**config.mk**
```make
export PLATFORM = sky130hd
export DESIGN_NAME = port_pin_interrupt_io
export DESIGN_NICKNAME = d
export VERILOG_FILES = /design/src/hdl/port_pin_pkg.sv /design/src/hdl/port_pin_interrupt_io.sv
export VERILOG_INCLUDE_DIRS = /design/src /design/src/hdl
export SDC_FILE = /design/constraint.sdc
export NUM_CORES = 1
export LEC_CHECK = 0
export BUFFER_PORTS_ARGS = -buffer_cell sky130_fd_sc_hd__buf_4
export CAP_MARGIN = 20
export CORE_MARGIN = 2
export CORE_UTILIZATION = 54
export CTS_CLUSTER_SIZE = 30
export DETAILED_ROUTE_END_ITERATION = 8
export PLACE_DENSITY_LB_ADDON = 0.1
export SYNTH_ARGS = -nofsm -noshare
export SYNTH_HDL_FRONTEND = slang
export SYNTH_SLANG_ARGS = --single-unit
export TNS_END_PERCENT = 20
```
**constraint.sdc**
```tcl
create_clock -name clk_i -period 2.7 [get_ports clk_i]
set_clock_uncertainty 0.2 [all_clocks]
set_input_delay 0.675 -clock clk_i [delete_from_list [all_inputs] [get_ports clk_i]]
set_output_delay 0.675 -clock clk_i [all_outputs]
set_load 0.005 [all_outputs]
```
**src/hdl/port_pin_consts.svh**
```systemverilog
// Constants for the port pin interrupt I/O block
// Behaviour
// - Eight pins per port, one request per port
// - Per-pin edge mode: rise, fall, both, none
// - Matching edge sets status bit, raises request
// - Edge detection freezes while clock enable is low
// - No level-sensitive detection in this unit
// - Separate pin readback and drive registers
// - Configuration writable per port or per pin
// - Eight drive modes, reset from user value
// - Port threshold choice, per-pin input disable
// - Regulated output forbids resistive pull modes
// - Special pins pair on one reference choice
// - Every pin usable by CPU and peripherals
`ifndef PORT_PIN_CONSTS_SVH
`define PORT_PIN_CONSTS_SVH
`define PINS_PER_PORT 8
`define EDGE_NONE 2'h0
`define EDGE_RISE 2'h1
`define EDGE_FALL 2'h2
`define EDGE_BOTH 2'h3
`define DRIVE_PULL_UP 3'h2
`define DRIVE_PULL_DOWN 3'h3
`define DRIVE_STRONG 3'h6
`define REF_HALF_VDDIO 2'h0
`endif

```
**src/hdl/port_pin_pkg.sv**
```systemverilog
// Types for the port pin interrupt I/O block
package port_pin_pkg;
   typedef logic [2:0] drive_mode_t;
   typedef logic [1:0] edge_mode_t;
   typedef logic [1:0] ref_sel_t;
endpackage

```
**src/hdl/port_pin_interrupt_io.sv**
```systemverilog
// One eight-pin port: data, configuration and pin event unit
`timescale 1ns/1ps
`include "port_pin_consts.svh"
module port_pin_interrupt_io #(
   parameter int NPINS = `PINS_PER_PORT
) (
   input wire logic clk_i, // System clock
   input wire logic rst_i, // Synchronous reset, active high
   input wire logic ce_i, // Clock enable, freezes all state
   input wire logic [NPINS-1:0] pin_in_i, // Pad input levels
   input wire logic [NPINS-1:0] periph_out_i, // Peripheral drive values
   input wire logic [NPINS-1:0] periph_sel_i, // Pin owned by peripheral
   input wire logic [NPINS-1:0] reset_drive_i, // User port reset state
   input wire logic drive_wr_i, // Write whole drive register
   input wire logic [NPINS-1:0] drive_wdata_i, // Drive data, port write
   input wire logic pin_wr_i, // Single-pin configuration write
   input wire logic port_wr_i, // Whole-port configuration write
   input wire logic [2:0] pin_idx_i, // Pin index for single writes
   input wire logic pin_drive_bit_i, // Drive value, pin write
   input wire logic [2:0] cfg_mode_i, // Drive mode to write
   input wire logic [1:0] cfg_edge_i, // Edge mode to write
   input wire logic cfg_ibuf_off_i, // Input buffer disable to write
   input wire logic cfg_reg_out_i, // Regulated output to write
   input wire logic lvttl_i, // Port threshold select
   input wire logic [1:0] ref_wr_i, // Pair reference write strobes
   input wire logic [1:0] ref_sel_i, // Pair reference value
   input wire logic status_rd_i, // Status register read strobe
   output logic [NPINS-1:0] pin_state_readback_o, // Sampled pins
   output logic [NPINS-1:0] pin_drive_value_o, // Output drive
   output logic [NPINS-1:0] pin_oe_o, // Output enable per pin
   output logic [3*NPINS-1:0] drive_mode_o, // Drive modes to pads
   output logic [NPINS-1:0] ibuf_en_o, // Input buffer enables
   output logic [NPINS-1:0] reg_out_o, // Regulated output selects
   output logic lvttl_o, // Port threshold to pads
   output logic [3:0] ref_sel_o, // Reference per special pair
   output logic [NPINS-1:0] irq_status_o, // Port interrupt status
   output logic [NPINS-1:0] irq_status_rdata_o, // Value seen by read
   output logic irq_req_o // Port request to controller
);
   logic [NPINS-1:0] sync1;
   logic [NPINS-1:0] sync2;
   logic [NPINS-1:0] prev;
   logic [NPINS-1:0] hit;
   logic [NPINS-1:0] drive_reg;
   logic [NPINS-1:0] ibuf_off;
   logic load_user;
   port_pin_pkg::edge_mode_t edge_mode [NPINS];
   port_pin_pkg::drive_mode_t mode [NPINS];

   // Two-stage synchroniser then edge history, frozen while ce_i is low
   always_ff @(posedge clk_i)
   begin
      if (rst_i)
      begin
         sync1 <= '0;
         sync2 <= '0;
         prev <= '0;
      end
      else if (ce_i)
      begin
         sync1 <= pin_in_i;
         sync2 <= sync1;
         prev <= sync2;
      end
   end

   // Per-pin configuration and edge match
   generate
      for (genvar i = 0; i < NPINS; i++)
      begin : g_pin
         logic sel;
         logic pull;
         assign sel = port_wr_i | (pin_wr_i & (pin_idx_i == 3'(i)));
         assign pull = cfg_mode_i == `DRIVE_PULL_UP ||
                       cfg_mode_i == `DRIVE_PULL_DOWN;
         // Edge mode only; there is no level detection
         assign hit[i] =
            ((edge_mode[i] == `EDGE_RISE || edge_mode[i] == `EDGE_BOTH)
             & sync2[i] & ~prev[i]) |
            ((edge_mode[i] == `EDGE_FALL || edge_mode[i] == `EDGE_BOTH)
             & ~sync2[i] & prev[i]);
         always_ff @(posedge clk_i)
         begin
            if (rst_i)
            begin
               edge_mode[i] <= `EDGE_NONE;
               mode[i] <= `DRIVE_STRONG;
               ibuf_off[i] <= 1'b0;
               reg_out_o[i] <= 1'b0;
            end
            else if (ce_i && sel)
            begin
               edge_mode[i] <= cfg_edge_i;
               ibuf_off[i] <= cfg_ibuf_off_i;
               // Regulated output refuses resistive pull modes
               if (!(cfg_reg_out_i && pull))
               begin
                  mode[i] <= cfg_mode_i;
                  reg_out_o[i] <= cfg_reg_out_i;
               end
            end
         end
      end
   endgenerate

   // Drive register: port write or single-pin write, reset from user
   always_ff @(posedge clk_i)
   begin
      if (rst_i)
         drive_reg <= '0;
      else if (ce_i && load_user)
         drive_reg <= reset_drive_i;
      else if (ce_i && drive_wr_i)
         drive_reg <= drive_wdata_i;
      else if (ce_i && pin_wr_i)
         drive_reg[pin_idx_i] <= pin_drive_bit_i;
   end

   // User reset state is loaded the cycle after reset releases
   always_ff @(posedge clk_i)
   begin
      if (rst_i)
         load_user <= 1'b1;
      else if (ce_i)
         load_user <= 1'b0;
   end

   // Pad outputs, peripherals may own any pin
   always_ff @(posedge clk_i)
   begin
      if (rst_i)
      begin
         pin_drive_value_o <= '0;
         pin_oe_o <= '0;
         pin_state_readback_o <= '0;
         ibuf_en_o <= '0;
         lvttl_o <= 1'b0;
         drive_mode_o <= '0;
      end
      else if (ce_i)
      begin
         pin_drive_value_o <= load_user ? reset_drive_i :
            (periph_sel_i & periph_out_i) | (~periph_sel_i & drive_reg);
         pin_oe_o <= '1;
         pin_state_readback_o <= sync2 & ~ibuf_off;
         ibuf_en_o <= ~ibuf_off;
         lvttl_o <= lvttl_i;
         for (int k = 0; k < NPINS; k++)
            drive_mode_o[3*k +: 3] <= mode[k];
      end
   end

   // Special-pin pair references, one per pair
   always_ff @(posedge clk_i)
   begin
      if (rst_i)
         ref_sel_o <= {`REF_HALF_VDDIO, `REF_HALF_VDDIO};
      else if (ce_i)
      begin
         if (ref_wr_i[0])
            ref_sel_o[1:0] <= ref_sel_i;
         if (ref_wr_i[1])
            ref_sel_o[3:2] <= ref_sel_i;
      end
   end

   // Status: set wins over read-clear; request is OR of status
   logic [NPINS-1:0] next_status;
   assign next_status = (status_rd_i ? '0 : irq_status_o) | hit;
   always_ff @(posedge clk_i)
   begin
      if (rst_i)
      begin
         irq_status_o <= '0;
         irq_status_rdata_o <= '0;
         irq_req_o <= 1'b0;
      end
      else if (ce_i)
      begin
         irq_status_o <= next_status;
         irq_req_o <= |next_status;
         if (status_rd_i)
            irq_status_rdata_o <= irq_status_o;
      end
   end
endmodule

```
==> impl_results.md <==
* Logic pwr share at a little over a tenth
* Post-synth EDFFs at 40
* Status: finished, final reports clean
* Clock-pin transition on the worst setup and hold timing paths at approximately 0.060 ns
* Commonest non-fill, non-tap cell in the layout: buf_4
* Post-synth top area cell: dfxtp_1
* Register Area at ~0.0036 mm²
* Hold Buf Count CTS at 0
* Mapped cell area at 0.00668 mm²
* Yosys warning total at 0
* Fill count at slightly above 900
* Peak supply drop at around 0.00033 V
* Core box area at roughly 0.012 mm²
* Clk root buf: clkbuf_16
* Sequential area share after synthesis at between 50% and 60%
* CP Cell Sequence: buf_4, nor4bb_1, o21ai_2, o21ai_0
* Multi-input logic area at roughly 0.0028 mm²
* Setup TNS at 0 ns
* TritonCTS Sinks at 160
* Global-route wire length before repair at 26,300 µm
* Internal power at 4.45 mW
* Drt pass-1 iters at 5
* Critical Path Start Type: input pin
* Layout cells sized above 1 at 24.4%
* CTS H-Tree Depth at 4
* Non-Filler Instances at 992
* Area added between synthesis and finish at 26.5%
* Total CTS buffers at 17
* Worst Hold End: ref_sel_o[1]
* Slew at the pin with the worst max-slew slack at just under 0.6 ns
* CP required at 2.55 ns
* Slew HR at between 60% and 70%
* Number of remaining DRC errors at 0
* Cells on Worst Hold Path at 2
* Port buffer count at approximately 150
* Final GP Congestion at ~0.89
* Sw Pwr at 1.34 mW
* Sw Ratio at between 20% and 30%
* Vias in the first global route at 5,184
* Die height at ~120 µm
* CP max-delay cell: o21ai_0
* Routed WL per cell at between 15 and 20 µm
* Worst Reg-to-Reg Cells at 4
* Largest regs: drive_mode_o (24), mode (24), edge_mode (16)
* Initial core utilization at between 50% and 60%
* Vias per Instance at 5.53
* Max Slew Vio Count at 0
* PwrDens at ~690 mW/mm²
* Worst Path Buf+Inv at 1
* Most frequent cells in the layout: 158 x buf_4, 120 x dfxtp_1, 113 x nor2_1, 74 x nand2_1, 74 x mux2i_1
* HPWL Detailed at 12,200 µm
* Clk Latency, worst-skew pair at between 0.4 and 0.5 ns
* Post-layout min period at 2.01 ns
* DIE AREA at between 0.01 and 0.015 mm²
* Synth cell types at 52
* CP Capture Type: flop
* Clock Power Share at a little over two fifths
* Final setup violation count at 0
* PostCTS Resize Cnt at 0
* Tcrit/Tclk final at around 74%
* Clk buf depth at 2
* HP Class: flop to flop
* DR vias at around 5,500
* Leak at around 3.7 nW
* Max Freq at 498 MHz
* RR Endpoint: drive_reg[1]
* CP max stage delay at 0.47 ns
* Overall Global Routing Usage at between 20% and 30%
* Critical path class: input pin to flop
* ANT nets after route at 0
* Synth Instances at 687
* Area share of the leading cell type in the synthesized netlist at approximately 36%
* Endpoints failing hold at 0
* CTS tree: done
* Mean Syn Cell Area at about 9.7 µm²
* Synth area leaders: dfxtp_1 36%, edfxtp_1 18%, mux2i_1 11%
* R2r startpoint: load_user
* IO Count at 149
* CP Max Fanout at 21
* Top_reg_cell synth: dfxtp_1
* Post-CTS Setup Bufs at 0
* Die span in x at roughly 120 µm
* Critical path arrival at 1.86 ns
* HP Start: ref_sel_o[1]
* DR iter-0 viols at around 480
* Max-Cap Viols at 0
* DP Cell Count at 960
* Initial antenna violation count at 0
* Site row count at 40
* Drt total wl at 16,700 µm
* Largest net degree at the start of global routing at 48
* Yosys reg bits at 160
* Flop pwr share at ~47%
* Reg2reg setup slack at about 1.1 ns
* Layout net count at 874
* Async set-or-reset flop fraction in the synthesized netlist at 0%
* Critical path's top delay family: compound AO/OA/AOI/OAI gates
* Post-synthesis net count at 750
* Setup repair after global routing missed its margin: no
* GRT overflow at 0
* Inserted Diodes at 0
## power groups by stage
stage | Clock, mW | Combinational, mW | Sequential (mW)
3_3_place_gp | 0 | 0.609 | 2.75
2_1_floorplan | 0 | 0.348 | 2.73
6_report | 2.46 | 0.623 | 2.71
4_1_cts | 2.49 | 0.625 | 2.71
3_5_place_dp | 0 | 0.622 | 2.76
5_1_grt | 2.59 | 0.685 | 2.72
## layout make-up
| cell class | count | area share (%) |
|---|---|---|
| clock buffer | 23 | 5.67 |
| clock inverter | 9 | 1.53 |
| inverter | 9 | 0.400 |
| multi-input combinational | 464 | 33.0 |
| sequential | 160 | 42.7 |
| tap | 168 | 2.49 |
| timing repair buffer | 159 | 14.3 |
## worst min-delay path: stages, from the launching register on
cell     delay, ns
dfxtp_1       0.31
nand2_1       0.05
a21oi_1       0.05
## synthesized netlist by cell type, drive strengths merged, types with 10 or more instances
master  number
a211oi      13
a21oi       29
and2        16
buf         21
clkbuf      33
dfxtp      120
edfxtp      40
mux2i       74
nand2       75
nand3       16
nor2       113
nor3        12
o211ai      11
o21ai       26
or3         10
## cells by family after synthesis
kind of cell | count (synthesis) | synth area share [%]
flops | 160 | 54.0
buf+inv | 63 | 4.31
simple gates | 280 | 19.7
mux | 74 | 11.1
compound gates | 110 | 11.0
## how the worst max path moves through the flow
| stage | start | to | slack, ns | depth (start not counted) |
|---|---|---|---|---|
| after floorplan | pin_wr_i | mode[1][0] | 0.48 | 4 |
| after global placement | pin_idx_i[0] | mode[0][5] | 0.34 | 5 |
| after detailed placement | pin_idx_i[1] | mode[1][0] | 0.26 | 4 |
| after CTS | pin_idx_i[1] | mode[1][0] | 0.73 | 4 |
| after global routing | pin_idx_i[0] | mode[0][5] | 0.60 | 5 |
| final | pin_idx_i[1] | mode[1][0] | 0.69 | 4 |
## layer usage
| layer | GRT usage [%] | share of wire (%) | vias to the layer above |
|---|---|---|---|
| met1 | 33.8 | 44 | 2578 |
| met4 | 8.35 | 1.4 | 0 |
| met3 | 6.38 | 6.6 | 21 |
| met5 | 0 | 0 | - |
| li1 | - | - | 2663 |
| met2 | 41.6 | 48 | 228 |
## metrics by stage
step	hold WS, ns	total power [mW]	cell area, µm²	utilization, %	worst slack (ns)
finish	0.261	5.79	8450	70.0	0.692
floorplan	0.229	3.08	6680	-	0.478
CTS	0.256	5.82	8450	70.0	0.735
detailed placement	0.248	3.38	7840	65.0	0.263
global route	0.270	5.99	8450	70.0	0.595
global placement	0.244	3.36	7840	65.0	0.335
Power figures use the tool's default switching activity.
